$ cat src/rtl/acs_pkg.sv
// acs_pkg: constants shared by the converter control block.
// assumes a 100 MHz mclk and a 16-bit serial register map.
package acs_pkg;
    // ========================================
    // register map (word index = printed offset)
    localparam logic [3:0]  ADDR_CONFIG      = 4'h0;
    localparam logic [3:0]  ADDR_I_OFFSET    = 4'h2;
    localparam logic [3:0]  ADDR_I_RANGE     = 4'h3;
    localparam logic [3:0]  ADDR_Q_OFFSET    = 4'hA;
    localparam logic [3:0]  ADDR_Q_RANGE     = 4'hB;
    // ========================================
    // configuration fields
    localparam int          CFG_CAL_BIT      = 15;
    localparam int          CFG_DES_BIT      = 7;
    localparam int          CFG_QSEL_BIT     = 6;
    // ========================================
    // reset values and range codes
    localparam logic [15:0] CFG_RESET        = 16'h0000;
    localparam logic [15:0] OFFSET_RESET     = 16'h0000;
    localparam logic [15:0] RANGE_MIN        = 16'h0000;
    localparam logic [15:0] RANGE_MID        = 16'h8000;
    localparam logic [15:0] RANGE_RESET      = 16'h8000;
    // ========================================
    // timing
    localparam int          CLK_MHZ          = 100;
    localparam int          CAL_LOW_NS       = 80;
    localparam int          CAL_HIGH_NS      = 80;
    localparam int          CAL_LOW_CYC      = (CAL_LOW_NS * CLK_MHZ + 999) / 1000;
    localparam int          CAL_HIGH_CYC     = (CAL_HIGH_NS * CLK_MHZ + 999) / 1000;
    localparam int          CAL_RUN_CYC      = 1000;
    // ========================================
    // calibration sequencer states, gray along the path
    typedef enum logic [1:0] {
        CS_ARM  = 2'b00,
        CS_LOW  = 2'b01,
        CS_HIGH = 2'b11,
        CS_RUN  = 2'b10
    } acs_cal_state_t;
endpackage

$ cat src/rtl/acs_ctrl.sv
// acs_ctrl: input select, range/offset selection and calibration control.
// assumes pins are asynchronous to mclk; register port is a simple
// synchronous write/read strobe pair from the serial port decoder.
//
// Functional notes
// - independent mode: each channel converts own input
// - basic interleave: both channels use in-phase input
// - extended interleave: bit 6 selects quadrature input
// - basic mode: one range pin for both
// - extended mode: per-channel range registers 3h, Bh
// - pin high equals mid, low equals min
// - extended mode: offset registers 2h, Ah
// - dc coupling disables bias, one mode both
// - request pin works in both modes
// - extended: request is pin OR bit 15
// - running output high only during calibration
// - pin low enters extended; high resets registers
// - interleave by pin or bit 7, default independent
`timescale 1ns/1ps
module acs_ctrl
    import acs_pkg::*;
#(
    parameter int RUN_CYC = acs_pkg::CAL_RUN_CYC
) (
    input  wire logic        mclk,
    input  wire logic        rst,
    input  wire logic        extended_control_pin,
    input  wire logic        interleave_pin,
    input  wire logic        range_select_pin,
    input  wire logic        coupling_mode_select,
    input  wire logic        cal_request_pin,
    input  wire logic        reg_wr,
    input  wire logic        reg_rd,
    input  wire logic [3:0]  reg_addr,
    input  wire logic [15:0] reg_wdata,
    output logic      [15:0] reg_rdata,
    output logic             port_enabled,
    output logic             interleave_active,
    output logic             ch_i_sel_quad,
    output logic             ch_q_sel_quad,
    output logic             ch_q_dual_edge,
    output logic      [15:0] ch_i_range,
    output logic      [15:0] ch_q_range,
    output logic      [15:0] ch_i_offset,
    output logic      [15:0] ch_q_offset,
    output logic             bias_enable,
    output logic             calibration_running
);
    import acs_pkg::*;

    // ========================================
    // pin synchronisers, three stages, change once stages 2 and 3 agree
    localparam int NPIN = 5;
    logic [NPIN-1:0] pin_raw;
    logic [NPIN-1:0] s1_r;
    logic [NPIN-1:0] s2_r;
    logic [NPIN-1:0] s3_r;
    logic [NPIN-1:0] pin_r;
    assign pin_raw = {cal_request_pin, coupling_mode_select, range_select_pin,
                      interleave_pin, extended_control_pin};

    genvar g;
    generate
        for (g = 0; g < NPIN; g++) begin : g_sync
            // reset to high: extended pin idles in basic mode, request idles high
            always_ff @(posedge mclk or posedge rst) begin
                if (rst) begin
                    s1_r[g]  <= 1'b1;
                    s2_r[g]  <= 1'b1;
                    s3_r[g]  <= 1'b1;
                    pin_r[g] <= 1'b1;
                end else begin
                    s1_r[g] <= pin_raw[g];
                    s2_r[g] <= s1_r[g];
                    s3_r[g] <= s2_r[g];
                    if (s2_r[g] == s3_r[g]) begin
                        pin_r[g] <= s3_r[g];
                    end
                end
            end
        end
    endgenerate

    logic ext_mode;
    logic dc_coupled;
    assign ext_mode   = ~pin_r[0];
    assign dc_coupled = pin_r[3];

    // ========================================
    // register file; cleared whenever extended control is off
    logic [15:0] cfg_r;
    logic [15:0] i_off_r;
    logic [15:0] i_rng_r;
    logic [15:0] q_off_r;
    logic [15:0] q_rng_r;

    always_ff @(posedge mclk or posedge rst) begin
        if (rst) begin
            cfg_r   <= CFG_RESET;
            i_off_r <= OFFSET_RESET;
            i_rng_r <= RANGE_RESET;
            q_off_r <= OFFSET_RESET;
            q_rng_r <= RANGE_RESET;
        end else if (!ext_mode) begin
            // port disabled, registers back to defaults
            cfg_r   <= CFG_RESET;
            i_off_r <= OFFSET_RESET;
            i_rng_r <= RANGE_RESET;
            q_off_r <= OFFSET_RESET;
            q_rng_r <= RANGE_RESET;
        end else if (reg_wr) begin
            case (reg_addr)
                ADDR_CONFIG:   cfg_r   <= reg_wdata;
                ADDR_I_OFFSET: i_off_r <= reg_wdata;
                ADDR_I_RANGE:  i_rng_r <= reg_wdata;
                ADDR_Q_OFFSET: q_off_r <= reg_wdata;
                ADDR_Q_RANGE:  q_rng_r <= reg_wdata;
                default:       cfg_r   <= cfg_r;
            endcase
        end
    end

    // read data is registered; unmapped or disabled port reads zero
    always_ff @(posedge mclk or posedge rst) begin
        if (rst) begin
            reg_rdata <= 16'h0000;
        end else if (reg_rd && ext_mode) begin
            case (reg_addr)
                ADDR_CONFIG:   reg_rdata <= cfg_r;
                ADDR_I_OFFSET: reg_rdata <= i_off_r;
                ADDR_I_RANGE:  reg_rdata <= i_rng_r;
                ADDR_Q_OFFSET: reg_rdata <= q_off_r;
                ADDR_Q_RANGE:  reg_rdata <= q_rng_r;
                default:       reg_rdata <= 16'h0000;
            endcase
        end else begin
            reg_rdata <= 16'h0000;
        end
    end

    // ========================================
    // input selection, range, offset and bias
    logic des_nxt;
    logic qsel_nxt;
    always_comb begin
        des_nxt  = ext_mode ? cfg_r[CFG_DES_BIT] : pin_r[1];
        qsel_nxt = ext_mode & cfg_r[CFG_QSEL_BIT];
    end

    always_ff @(posedge mclk or posedge rst) begin
        if (rst) begin
            interleave_active <= 1'b0;
            ch_i_sel_quad     <= 1'b0;
            ch_q_sel_quad     <= 1'b1;
            ch_q_dual_edge    <= 1'b0;
            ch_i_range        <= RANGE_MID;
            ch_q_range        <= RANGE_MID;
            ch_i_offset       <= OFFSET_RESET;
            ch_q_offset       <= OFFSET_RESET;
            bias_enable       <= 1'b1;
            port_enabled      <= 1'b0;
        end else begin
            port_enabled      <= ext_mode;
            interleave_active <= des_nxt;
            // independent: own inputs, rising edge only
            ch_i_sel_quad     <= des_nxt & qsel_nxt;
            ch_q_sel_quad     <= des_nxt ? qsel_nxt : 1'b1;
            ch_q_dual_edge    <= des_nxt;
            if (ext_mode) begin
                ch_i_range  <= i_rng_r;
                ch_q_range  <= q_rng_r;
                ch_i_offset <= i_off_r;
                ch_q_offset <= q_off_r;
            end else begin
                // one pin, same range both channels
                ch_i_range  <= pin_r[2] ? RANGE_MID : RANGE_MIN;
                ch_q_range  <= pin_r[2] ? RANGE_MID : RANGE_MIN;
                ch_i_offset <= OFFSET_RESET;
                ch_q_offset <= OFFSET_RESET;
            end
            bias_enable <= ~dc_coupled;
        end
    end

    // ========================================
    // calibration request qualification and run timer
    localparam int CW = $clog2(RUN_CYC + CAL_LOW_CYC + CAL_HIGH_CYC + 1);
    logic           cal_req;
    acs_cal_state_t cal_st_r;
    logic [CW-1:0]  cal_cnt_r;
    assign cal_req = pin_r[4] | (ext_mode & cfg_r[CFG_CAL_BIT]);

    // a glitch-free low then high of the minimum widths is needed; an upset
    // shorter than that never starts a run
    always_ff @(posedge mclk or posedge rst) begin
        if (rst) begin
            cal_st_r  <= CS_ARM;
            cal_cnt_r <= '0;
        end else begin
            case (cal_st_r)
                CS_ARM: begin
                    cal_cnt_r <= '0;
                    if (!cal_req) begin
                        cal_st_r <= CS_LOW;
                    end
                end
                CS_LOW: begin
                    if (cal_req) begin
                        cal_st_r  <= (cal_cnt_r >= CW'(CAL_LOW_CYC)) ? CS_HIGH : CS_ARM;
                        cal_cnt_r <= '0;
                    end else if (cal_cnt_r < CW'(CAL_LOW_CYC)) begin
                        cal_cnt_r <= cal_cnt_r + CW'(1);
                    end
                end
                CS_HIGH: begin
                    if (!cal_req) begin
                        cal_st_r  <= CS_LOW;
                        cal_cnt_r <= '0;
                    end else if (cal_cnt_r >= CW'(CAL_HIGH_CYC - 1)) begin
                        cal_st_r  <= CS_RUN;
                        cal_cnt_r <= '0;
                    end else begin
                        cal_cnt_r <= cal_cnt_r + CW'(1);
                    end
                end
                CS_RUN: begin
                    // requests during a run are ignored
                    if (cal_cnt_r >= CW'(RUN_CYC - 1)) begin
                        cal_st_r  <= CS_ARM;
                        cal_cnt_r <= '0;
                    end else begin
                        cal_cnt_r <= cal_cnt_r + CW'(1);
                    end
                end
                default: begin
                    cal_st_r  <= CS_ARM;
                    cal_cnt_r <= '0;
                end
            endcase
        end
    end

    always_ff @(posedge mclk or posedge rst) begin
        if (rst) begin
            calibration_running <= 1'b0;
        end else begin
            calibration_running <= (cal_st_r == CS_RUN);
        end
    end
endmodule

$ cat config.mk
export PLATFORM = sky130hd
export DESIGN_NAME = acs_ctrl
export DESIGN_NICKNAME = d
export VERILOG_FILES = /design/src/rtl/acs_pkg.sv /design/src/rtl/acs_ctrl.sv
export SDC_FILE = /design/constraint.sdc
export NUM_CORES = 1
export LEC_CHECK = 0
export BUFFER_PORTS_ARGS = -buffer_cell sky130_fd_sc_hd__buf_4
export CAP_MARGIN = 10
export CORE_UTILIZATION = 50
export CTS_CLUSTER_SIZE = 10
export DETAILED_ROUTE_END_ITERATION = 10
export GPL_TIMING_DRIVEN = 1
export HOLD_SLACK_MARGIN = 0.15
export PLACE_DENSITY = 0.75
export SYNTH_ARGS = -nofsm -noshare
export SYNTH_HDL_FRONTEND = slang
export SYNTH_SLANG_ARGS = --single-unit
$ cat constraint.sdc
create_clock -name mclk -period 6.9 [get_ports mclk]
set_input_delay 1.38 -clock mclk [delete_from_list [all_inputs] [get_ports mclk]]
set_output_delay 1.38 -clock mclk [all_outputs]
set_load 0.01 [all_outputs]
Yosys cells after proc, flatten, opt, wreduce, memory -nomap -nowiden

Index checks and enable logic that the tools add are counted.

Output and inout bits: 87
Flip-flop bits (word level): 198

Bitwise gates (word level): 6
Order comparisons: 4
Mux-type cells: 37
Equal/unequal tests: 17
$add $sub $neg: 1
Reduce and logical (&&, ||, !) cells: 15

Operators by type and width:

| operator              | count |
|---|---|
| $mux 16               | 21 |
| $pmux 16 s5           | 1 |
| $mux 10               | 5 |
| $pmux 10 s4           | 1 |
| $mux 2                | 6 |
| $reduce_bool 2->1     | 6 |
| $add 10x1->10 const B | 1 |
| $ge 10x10->1 const B  | 1 |
| $ge 10x3->1 const B   | 1 |
| $ge 10x4->1 const B   | 1 |
| $lt 10x4->1 const B   | 1 |
| $reduce_and 2->1      | 5 |
| $eq 4x2->1 const B    | 2 |
| $eq 4x4->1 const B    | 2 |
| $pmux 2 s4            | 1 |
| $ne 2x2->1 const B    | 3 |
| $ne 3x3->1 const B    | 2 |
| $eq 1x1->1            | 5 |
| $eq 2x2->1 const B    | 2 |
| $logic_not 4->1       | 1 |
| $reduce_and 4->1      | 1 |
| $and 1x1->1           | 3 |
| $eq 2x1->1 const B    | 1 |
| $logic_not 2->1       | 1 |
| other kinds (4)       | 6 |

Longest topological paths before layout

Gate-level depths: netlist (run 1).

Word-level depth: 5
Mapped depth: 7

Worst setup path before layout (run 1)

OpenSTA, ideal clock, no wires.

Path kind: input to register
Start point: input reg_addr[1]
End point: register cfg_r[0]
Path slack: 4.433 ns
Stages on the path: 5
Required time: 6.764 ns
Arrival: 2.331 ns
Cell sequence: nor4_4 > nand2_1 > clkbuf_1 > nand2_1 > a21oi_1

Longest elaborated chain between the ends: 3

RTL lines:

| what                        | line            | text |
|---|---|---|
| start, declared             | acs_ctrl.sv:34  | `input wire logic [3:0] reg_addr,` |
| $logic_not 4->1             | acs_ctrl.sv:112 | `case (reg_addr)` |
| $reduce_bool 2->1 (no line) | n/a             |  |
| $reduce_and 2->1 (no line)  | n/a             |  |
| end signal, assigned        | acs_ctrl.sv:113 | `ADDR_CONFIG: cfg_r <= reg_wdata;` |
| end signal, assigned        | acs_ctrl.sv:118 | `default: cfg_r <= cfg_r;` |
| end, declared               | acs_ctrl.sv:91  | `logic [15:0] cfg_r;` |

No other way between the ends.
A chain may end at the register's enable or synchronous reset.

Final worst setup path (run 1)

Start point: input reg_addr[0]
End point: register i_rng_r[7]

Longest elaborated chain between the ends: 3

RTL lines:

| what                        | line            | text |
|---|---|---|
| $eq 4x2->1                  | acs_ctrl.sv:112 |  |
| $reduce_bool 2->1 (no line) | n/a             |  |
| $reduce_and 2->1 (no line)  | n/a             |  |
| end signal, assigned        | acs_ctrl.sv:115 | `ADDR_I_RANGE: i_rng_r <= reg_wdata;` |
| end, declared               | acs_ctrl.sv:93  | `logic [15:0] i_rng_r;` |

No other way between the ends.

==> metrics.cfg, run 1 <==
[grt]
grt_pass1_wl_um=25800
use_met3=0.0484
grt_use_total=0.232
gr-usage-met1=0.311
grt_util_met2=0.358
grt_pass1_vias=5031
grt_antenna_before_repair=0
busiest_layer=met2
gr-total-overflow=0
grt_max_degree=132

[sta]
relSlewSlack=0.253
maxSlewViolCount=0
rsz0062_at_grt=no
fin_crit_ns=3.38
finalSetupTns_ns=0
hold_violations=0
finalSetupViolCount=0
skew_ns=0.00935
max_clock_freq_mhz=296
finalCritPeriodShare=0.490
tightest_slew_ns=1.11

[clock_network]
cts_buffers=17
clkTransAtPathRegs_ns=0.07
postCtsHoldBufs=0
clockRootBuffer=clkbuf_16
postCtsResizedCells=0
cts_buffer_depth=2
cts_setup_buffers=0
cts_tree=yes
clk_latency_ns=0.43
htreeDepth=4
cts.sinks=198

[synth]
synth_top_family_by_area=simple AND/OR/NAND/NOR gates
synthArstFlopShare=1.00
postSynthAreaPerCell_sq_um=11.6
synthFlopType=dfrtp_1
ys_seq_area_frac=0.679
synth_area_leaders=dfrtp_1 (59%), dfstp_2 (9.3%), nand2_1 (6.4%), nor2b_1 (5.4%), o21ai_0 (4.2%)
yosys-top-cells-count=dfrtp_1 (172), nand2_1 (126), nor2b_1 (63), o21ai_0 (62), a21oi_1 (37)
synth_xor_area_frac=0.00954
synth_nets=665
synth_warnings=0
yosys.area_share.simple=0.157
yosysTopAreaCellShare=0.586
synth-seq-cells=198
yosysUniqueCellTypes=42
synth_edf_count=0
yosysMostFrequentCell=dfrtp_1
muxShareOfSynthArea=0.00153
synth_area_sq_mm=0.00735
yosys.area_share.adder=0.0102
synth_top_area_cell=dfrtp_1
syn_inst=634
synth_compound_area_frac=0.116

[setup_path]
r2r-start=pin_r[0]
slowest_stage=nand2_1
cp_max_fo=31
crit_path_start_kind=input port
end_kind=flip-flop
crit_type=in -> reg
required_ns=7.21
path_buf_inv=1
path_delay_family=simple AND/OR/NAND/NOR gates
rr_worst_depth=4
arrival_ns=3.69
path_common_cell=nand2_1
r2r_end=i_rng_r[2]
cpPeakStageDelay_ns=0.86
rrSetupSlack_ns=4.12
path_cells=buf_4 > nand2_1 > nor3_4 > nand2_1 > o21ai_0

[power_and_ir_drop]
p_int_mw=1.79
finalPower_mw=2.32
combinationalPowerShare=0.058
seqPwrFrac=0.520
cellPowerDensity_mw_per_mm2=261
switchingPower_uw=531
p_sw_frac=0.229
clockPowerShare=0.422
leakage_nw=4.13
ir_drop_v=0.000163

[die]
die_y_um=123
pin_count=116
core_area_sq_mm=0.0141
die_area_sq_mm=0.0152
initial_utilization=0.521
std_cell_rows=43
die_x_um=123

[route]
routed_via_density=5.56
wl_per_cell_um=17.5
vias=5175
ant_nets=0
wirelength_um=16300
drt_iter0_drc=619
first_pass_iters=6
drc=0

[final_layout]
nets=768
final_util=0.631
antenna_cells=0
multi_input_area_sq_mm=0.00216
final_area_sq_mm=0.00889
area_growth_pct=21.1
n_fill_cell=1114
final-seq-area_sq_mm=0.00499
drive_above_1_share=0.245

[worst_hold_path]
min_path_cells=0
hp-class=reg -> reg
min_from=s1_r[2]
worst_hold_path.endpoint=s2_r[2]

[job]
cap_violations=0

[placement]
place_area_sq_mm=0.00831
hpwl_um=10300
io_buffers=115
place_congestion=0.793

[status]
outcome=finished, final reports clean

-- through the flow --
stage | hold slack (ns) | setup WS (ns) | std cells
global placement | 0.345 | 3.29 | 898
finish | 0.356 | 3.52 | 930
CTS | 0.357 | 3.60 | 930
detailed placement | 0.347 | 3.15 | 898
global route | 0.360 | 3.33 | 930
floorplan | 0.345 | 0.166 | 634
-- worst max-delay path by stage --
stage,start,end,slack [ns],cells after the start
2_1_floorplan,rst,cal_cnt_r[0],0.17,1
3_3_place_gp,reg_addr[0],i_off_r[15],3.29,6
3_5_place_dp,reg_addr[0],i_rng_r[7],3.15,5
4_1_cts,reg_addr[0],i_rng_r[2],3.60,5
5_1_grt,reg_addr[1],i_rng_r[12],3.33,5
6_report,reg_addr[0],i_rng_r[7],3.52,5
-- routing by layer --
layer,vias to the layer above,part of all wire
li1,2353,-
met1,2574,0.43
met2,217,0.48
met3,31,0.067
met4,0,0.029
met5,-,0
-- logic make-up (layout without fill, tap and decap cells) --
| family | after synthesis | count (layout) |
|---|---|---|
| compound gates | 142 | 142 |
| xor+xnor | 8 | 8 |
| buf+inv | 45 | 161 |
| mux | 1 | 1 |
| simple gates | 233 | 233 |
| flops | 198 | 198 |
| fa+ha+maj | 7 | 7 |
-- power groups by stage --
stage	Clock (mW)	Sequential (mW)	Combinational [mW]
6_report	0.979	1.21	0.135
5_1_grt	1.05	1.21	0.150
4_1_cts	0.990	1.21	0.136
3_5_place_dp	0	1.23	0.135
3_3_place_gp	0	1.23	0.131
2_1_floorplan	0	1.23	0.0783
-- layout make-up --
class                   count  area share
well taps                 180      0.0253
clock buffers              22      0.0522
multi-input cells         391       0.243
repair buffers            119       0.100
inverters                  10     0.00506
flip-flops and latches    198       0.561
clock inverters            10      0.0136
-- placed cells by master (no fill, tap or decap), drive strengths merged, types with 6 or more instances in the layout --
master / count
a21oi: 37
a222oi: 16
a22oi: 16
buf: 119
clkbuf: 22
clkinv: 6
dfrtp: 172
dfstp: 26
inv: 11
nand2: 126
nand3: 10
nor2: 14
nor2b: 64
nor3: 7
o21ai: 66
xnor2: 8
-- sequential cells by signal (all words and copies together) (netlist names) --
signal	cells
bias_enable	1
cal_cnt_r	10
cal_st_r	2
calibration_running	1
cfg_r	16
ch_i_offset	16
ch_i_range	16
ch_i_sel_quad	1
ch_q_dual_edge	1
ch_q_offset	16
ch_q_range	16
ch_q_sel_quad	1
dc_coupled	1
i_off_r	16
i_rng_r	16
pin_r	4
port_enabled	1
q_off_r	16
q_rng_r	16
reg_rdata	16
s1_r	5
s2_r	5
s3_r	5
Note: power is estimated with default switching activity, not from simulation.
==> run 2, diff against run 1 <==
--- a/config.mk
+++ b/config.mk
@@ -7,12 +7,12 @@
 export LEC_CHECK = 0
 export BUFFER_PORTS_ARGS = -buffer_cell sky130_fd_sc_hd__buf_4
 export CAP_MARGIN = 10
-export CORE_UTILIZATION = 50
+export CORE_UTILIZATION = 56
 export CTS_CLUSTER_SIZE = 10
 export DETAILED_ROUTE_END_ITERATION = 10
 export GPL_TIMING_DRIVEN = 1
 export HOLD_SLACK_MARGIN = 0.15
-export PLACE_DENSITY = 0.75
+export PLACE_DENSITY = 0.79
 export SYNTH_ARGS = -nofsm -noshare
 export SYNTH_HDL_FRONTEND = slang
 export SYNTH_SLANG_ARGS = --single-unit
==> constraint.sdc (replaced) <==
create_clock -name mclk -period 3.4 [get_ports mclk]
set_input_delay 0.68 -clock mclk [delete_from_list [all_inputs] [get_ports mclk]]
set_output_delay 0.68 -clock mclk [all_outputs]
set_load 0.01 [all_outputs]
==> metrics.cfg, run 2 (same netlist as run 1, synthesis figures left out) <==
[route]
wirelength_um=16600  ; was 16300 um
first_pass_iters=9  ; was 6
drc=0  ; unchanged
wl_per_cell_um=17.8  ; was 17.5 um
drt_iter0_drc=504  ; was 619
routed_via_density=5.60  ; was 5.56
ant_nets=0  ; unchanged
vias=5206  ; was 5175

[clock_network]
cts_setup_buffers=0  ; unchanged
clk_latency_ns=0.43  ; about the same
postCtsResizedCells=0  ; unchanged
htreeDepth=4  ; unchanged
postCtsHoldBufs=0  ; unchanged
cts.sinks=198  ; unchanged
clockRootBuffer=clkbuf_16  ; unchanged
cts_tree=yes  ; unchanged
cts_buffers=17  ; unchanged
clkTransAtPathRegs_ns=0.07  ; about the same
cts_buffer_depth=2  ; unchanged

[setup_path]
path_buf_inv=1  ; unchanged
cpPeakStageDelay_ns=0.94  ; was 0.86 ns
cp_max_fo=33  ; was 31
slowest_stage=dfstp_2  ; was nand2_1
path_delay_family=flip-flops  ; was simple AND/OR/NAND/NOR gates
crit_path_start_kind=flip-flop  ; was input port
end_kind=flip-flop  ; unchanged
path_cells=clkinv_1 > nand2_1 > o21ai_0  ; was buf_4 > nand2_1 > nor3_4 > nand2_1 > o21ai_0
required_ns=3.66  ; was 7.21 ns
crit_type=reg -> reg  ; was in -> reg
arrival_ns=2.73  ; was 3.69 ns

[die]
std_cell_rows=41  ; was 43
pin_count=116  ; unchanged
die_x_um=117  ; was 123 um
core_area_sq_mm=0.0127  ; was 0.0141 sq mm
die_y_um=117  ; was 123 um
initial_utilization=0.577  ; was 0.521
die_area_sq_mm=0.0136  ; was 0.0152 sq mm

[sta]
finalSetupViolCount=0  ; unchanged
relSlewSlack=0.276  ; was 0.253
whs_ns=0.355  ; was 0.356 ns
maxSlewViolCount=0  ; unchanged
finalCritPeriodShare=0.724
max_clock_freq_mhz=406
rsz0062_at_grt=no  ; unchanged
skew_ns=0.00887  ; was 0.00935 ns
finalSetupTns_ns=0  ; unchanged
hold_violations=0  ; unchanged
fin_crit_ns=2.46
tightest_slew_ns=1.08  ; was 1.11 ns

[final_layout]
final_util=0.703  ; was 0.631
area_growth_pct=21.8  ; was 21.1%
final_area_sq_mm=0.00895  ; was 0.00889 sq mm
mostFrequentLayoutCell=dfrtp_1  ; unchanged
nets=775  ; was 768
drive_above_1_share=0.251  ; was 0.245
antenna_cells=0  ; unchanged
final_cell_mix=dfrtp_1 (172), nand2_1 (126), buf_4 (125)  ; was dfrtp_1 (172), nand2_1 (126), buf_4 (119)

[power_and_ir_drop]
ir_drop_v=0.000300  ; was 0.000163 V
cellPowerDensity_mw_per_mm2=523  ; was 261 mW/mm^2
finalPower_mw=4.68  ; was 2.32 mW
leakage_nw=4.16  ; was 4.13 nW

[grt]
gr-total-overflow=0  ; unchanged
grt_use_total=0.264  ; was 0.232
grt_max_degree=199  ; was 132
grt_pass1_wl_um=26300  ; was 25800 um
grt_pass1_vias=5099  ; was 5031
grt_antenna_before_repair=0  ; unchanged

[placement]
place_congestion=0.871  ; was 0.793
place_area_sq_mm=0.00836  ; was 0.00831 sq mm
hpwl_um=10400  ; was 10300 um
io_buffers=115  ; unchanged

[worst_hold_path]
hp-class=reg -> reg  ; unchanged

[status]
outcome=finished, final reports clean  ; unchanged

[job]
cap_violations=0  ; unchanged

run 2: where the power goes:
group | leakage, nW | switching (mW) | internal, mW
Combinational | 1.21 | 0.183 | 0.0859
Sequential | 2.66 | 0.0401 | 2.43
Clock | 0.286 | 0.810 | 1.13
run 2: worst paths after layout:
check	from	to	slack, ns	cells past startpoint
max in group asynchronous	rst	ch_i_range[9]	2.14	3
worst max-delay path	pin_r[0]	i_off_r[3]	0.94	3
worst max register to register	pin_r[0]	i_off_r[3]	0.94	3
worst min register to register	s1_r[0]	s2_r[0]	0.36	0
worst min-delay path	s1_r[0]	s2_r[0]	0.36	0
min in group asynchronous	rst	ch_q_dual_edge	0.54	3
run 2: metal layers:
layer | global-route usage | wire length, um | share of wire
met5 | 0 | 0 | 0
met4 | 0.108 | 407 | 0.025
met3 | 0.0519 | 1270 | 0.076
met2 | 0.419 | 7940 | 0.48
met1 | 0.360 | 6940 | 0.42
run 2: per-stage QoR:
stage	setup WS [ns]	std cells
3_3_place_gp	0.937	897
5_1_grt	0.844	929
3_5_place_dp	0.849	897
2_1_floorplan	0.181	634
4_1_cts	0.993	929
6_report	0.937	929
run 2: final cells by class:
cell class,count,area [sq um]
clock buffer,26,520
clock inverter,6,65.1
fill,904,3780
inverter,10,41.3
multi-input combinational,391,2160
sequential,198,4990
tap,172,215
timing repair buffer,126,958
==> run 3, diff against run 2 <==
--- a/config.mk
+++ b/config.mk
@@ -7,12 +7,12 @@
 export LEC_CHECK = 0
 export BUFFER_PORTS_ARGS = -buffer_cell sky130_fd_sc_hd__buf_4
 export CAP_MARGIN = 10
-export CORE_UTILIZATION = 56
+export CORE_UTILIZATION = 50
 export CTS_CLUSTER_SIZE = 10
 export DETAILED_ROUTE_END_ITERATION = 10
 export GPL_TIMING_DRIVEN = 1
 export HOLD_SLACK_MARGIN = 0.15
-export PLACE_DENSITY = 0.79
+export PLACE_DENSITY = 0.75
 export SYNTH_ARGS = -nofsm -noshare
 export SYNTH_HDL_FRONTEND = slang
 export SYNTH_SLANG_ARGS = --single-unit
==> constraint.sdc (replaced) <==
create_clock -name mclk -period 2.1 [get_ports mclk]
set_input_delay 0.42 -clock mclk [delete_from_list [all_inputs] [get_ports mclk]]
set_output_delay 0.42 -clock mclk [all_outputs]
set_load 0.01 [all_outputs]
==> metrics.cfg, run 3 (same netlist as run 1, synthesis figures left out) <==
[status]
outcome=finished, final reports clean  ; unchanged

[sta]
hold_violations=0  ; unchanged
maxSlewViolCount=0  ; unchanged
relSlewSlack=0.573  ; was 0.276
finalCritPeriodShare=0.867  ; was 0.724
whs_ns=0.247  ; was 0.355 ns
rsz0062_at_grt=no  ; unchanged
setup_ws_ns=0.280  ; was 0.937 ns
fin_crit_ns=1.82  ; was 2.46 ns
finalSetupViolCount=0  ; unchanged
max_clock_freq_mhz=550  ; was 406 MHz
skew_ns=0.0101  ; was 0.00887 ns
tightest_slew_ns=0.638  ; was 1.08 ns
finalSetupTns_ns=0  ; unchanged

[setup_path]
path_delay_family=simple AND/OR/NAND/NOR gates  ; was flip-flops
path_cells=ha_1 > a211oi_1 > o31a_1 > nor3_2 > nor2_1  ; was clkinv_1 > nand2_1 > o21ai_0
path_buf_inv=0  ; was 1
arrival_ns=2.09  ; was 2.73 ns
cpPeakStageDelay_ns=0.57  ; was 0.94 ns
required_ns=2.37  ; was 3.66 ns
cp_num_cells=5  ; was 3
crit_type=reg -> reg  ; unchanged
rr_worst_depth=5  ; was 3
slowest_stage=nor3_2  ; was dfstp_2
r2r_end=cal_cnt_r[8]  ; was i_off_r[3]
crit_path_start_kind=flip-flop  ; unchanged
end_kind=flip-flop  ; unchanged
rrSetupSlack_ns=0.28  ; was 0.94 ns
cp_max_fo=9  ; was 33
r2r-start=cal_cnt_r[0]  ; was pin_r[0]

[clock_network]
cts_buffers=17  ; unchanged
htreeDepth=4  ; unchanged
clockRootBuffer=clkbuf_16  ; unchanged
postCtsHoldBufs=6  ; was 0
clkTransAtPathRegs_ns=0.06  ; was 0.07 ns
clk_latency_ns=0.43  ; about the same
cts_tree=yes  ; unchanged
postCtsResizedCells=0  ; unchanged
cts.sinks=198  ; unchanged
cts_setup_buffers=0  ; unchanged
cts_buffer_depth=2  ; unchanged

[die]
pin_count=116  ; unchanged
std_cell_rows=43  ; was 41
initial_utilization=0.521  ; was 0.577
core_area_sq_mm=0.0141  ; was 0.0127 sq mm
die_area_sq_mm=0.0152  ; was 0.0136 sq mm
die_y_um=123  ; was 117 um
die_x_um=123  ; was 117 um

[placement]
place_area_sq_mm=0.00854  ; was 0.00836 sq mm
dpl.cell_count=919  ; was 897
place_congestion=0.834  ; was 0.871
place_ws_ns=0.298  ; was 0.849 ns
hpwl_um=11300  ; was 10400 um
io_buffers=115  ; unchanged

[power_and_ir_drop]
combinationalPowerShare=0.066  ; was 0.057
cellPowerDensity_mw_per_mm2=825  ; was 523 mW/mm^2
seqPwrFrac=0.525  ; was 0.527
leakage_nw=4.27  ; was 4.16 nW
finalPower_mw=7.56  ; was 4.68 mW
p_sw_frac=0.229  ; was 0.221
clockPowerShare=0.409  ; was 0.416
ir_drop_v=0.000659  ; was 0.000300 V
p_int_mw=5.83  ; was 3.64 mW
switchingPower_mw=1.73  ; was 1.03 mW

[route]
wl_per_cell_um=17.6  ; was 17.8 um
first_pass_iters=6  ; was 9
drt_iter0_drc=603  ; was 504
drc=0  ; unchanged
vias=5216  ; was 5206
met3_length_um=1150  ; was 1270 um
routed_via_density=5.45  ; was 5.60
top_layer=met4  ; unchanged
ant_nets=0  ; unchanged
dr_wl_met2_um=8180  ; was 7940 um
wirelength_um=16800  ; was 16600 um
wl_met1_um=7270  ; was 6940 um

[grt]
grt_pass1_wl_um=27000  ; was 26300 um
grt_max_degree=66  ; was 199
grt_use_total=0.241  ; was 0.264
gr-total-overflow=0  ; unchanged
grt_antenna_before_repair=0  ; unchanged
grt_pass1_vias=5112  ; was 5099

[worst_hold_path]
min_from=reg_wdata[13]  ; was s1_r[0]
hp-class=in -> reg  ; was reg -> reg
min_path_cells=3  ; was 0
worst_hold_path.endpoint=cfg_r[13]  ; was s2_r[0]

[job]
cap_violations=0  ; unchanged

[final_layout]
mostFrequentLayoutCell=dfrtp_1  ; unchanged
drive_above_1_share=0.264  ; was 0.251
antenna_cells=0  ; unchanged
area_growth_pct=24.8  ; was 21.8%
nets=795  ; was 775
final_cell_mix=dfrtp_1 (172), buf_4 (134), nand2_1 (126)  ; was dfrtp_1 (172), nand2_1 (126), buf_4 (125)
final_cells=957  ; was 929
final_util=0.651  ; was 0.703
n_fill_cell=1105  ; was 904
final_area_sq_mm=0.00917  ; was 0.00895 sq mm

==> run 3: cell count changes in the layout (fill, tap and decap cells not counted), sizes merged <==
cell / previous run / this run
bufinv: 1 / 0
clkbuf: 26 / 25
inv: 9 / 12
buf: 126 / 140
clkinvlp: 2 / 1
dlygate4sd3: 0 / 6
==> run 3: worst max path at each step <==
stage,slack (ns),to,startpoint
finish,0.28,cal_cnt_r[8],cal_cnt_r[0]
global route,0.09,cal_cnt_r[9],cal_cnt_r[5]
CTS,0.30,cal_cnt_r[8],cal_cnt_r[0]
detailed placement,0.30,reg_rdata[6],reg_addr[0]
global placement,0.34,reg_rdata[6],reg_addr[0]
floorplan,-0.86,cal_cnt_r[0],rst
==> run 3: area by class of cell <==
cell class | count | area, sq um | area share
clock buffer | 25 | 517 | 0.0563
clock inverter | 7 | 57.6 | 0.00627
inverter | 10 | 41.3 | 0.00450
multi-input combinational | 391 | 2160 | 0.235
sequential | 198 | 4990 | 0.544
tap | 180 | 225 | 0.0246
timing repair buffer | 146 | 1190 | 0.129
==> run 3: tightest hold or removal path, delay by kind of cell <==
| kind | cells | cell delay (ns) |
|---|---|---|
| buffers and inverters | 1 | 0.11 |
| AOI/OAI and AO/OA | 1 | 0.05 |
| and+or+nand+nor | 1 | 0.05 |
==> run 3: power groups by stage <==
stage	combinational, mW	sequential, mW	clock, mW
6_report	0.496	3.97	3.10
5_1_grt	0.546	3.98	3.31
4_1_cts	0.498	3.97	3.15
3_5_place_dp	0.485	4.04	0
3_3_place_gp	0.469	4.04	0
2_1_floorplan	0.258	4.04	0
==> run 3: layer usage <==
layer / track usage / up-vias
met5: 0 / -
met4: 0.0881 / 0
met3: 0.0512 / 19
met2: 0.376 / 222
met1: 0.336 / 2571
li1: - / 2404
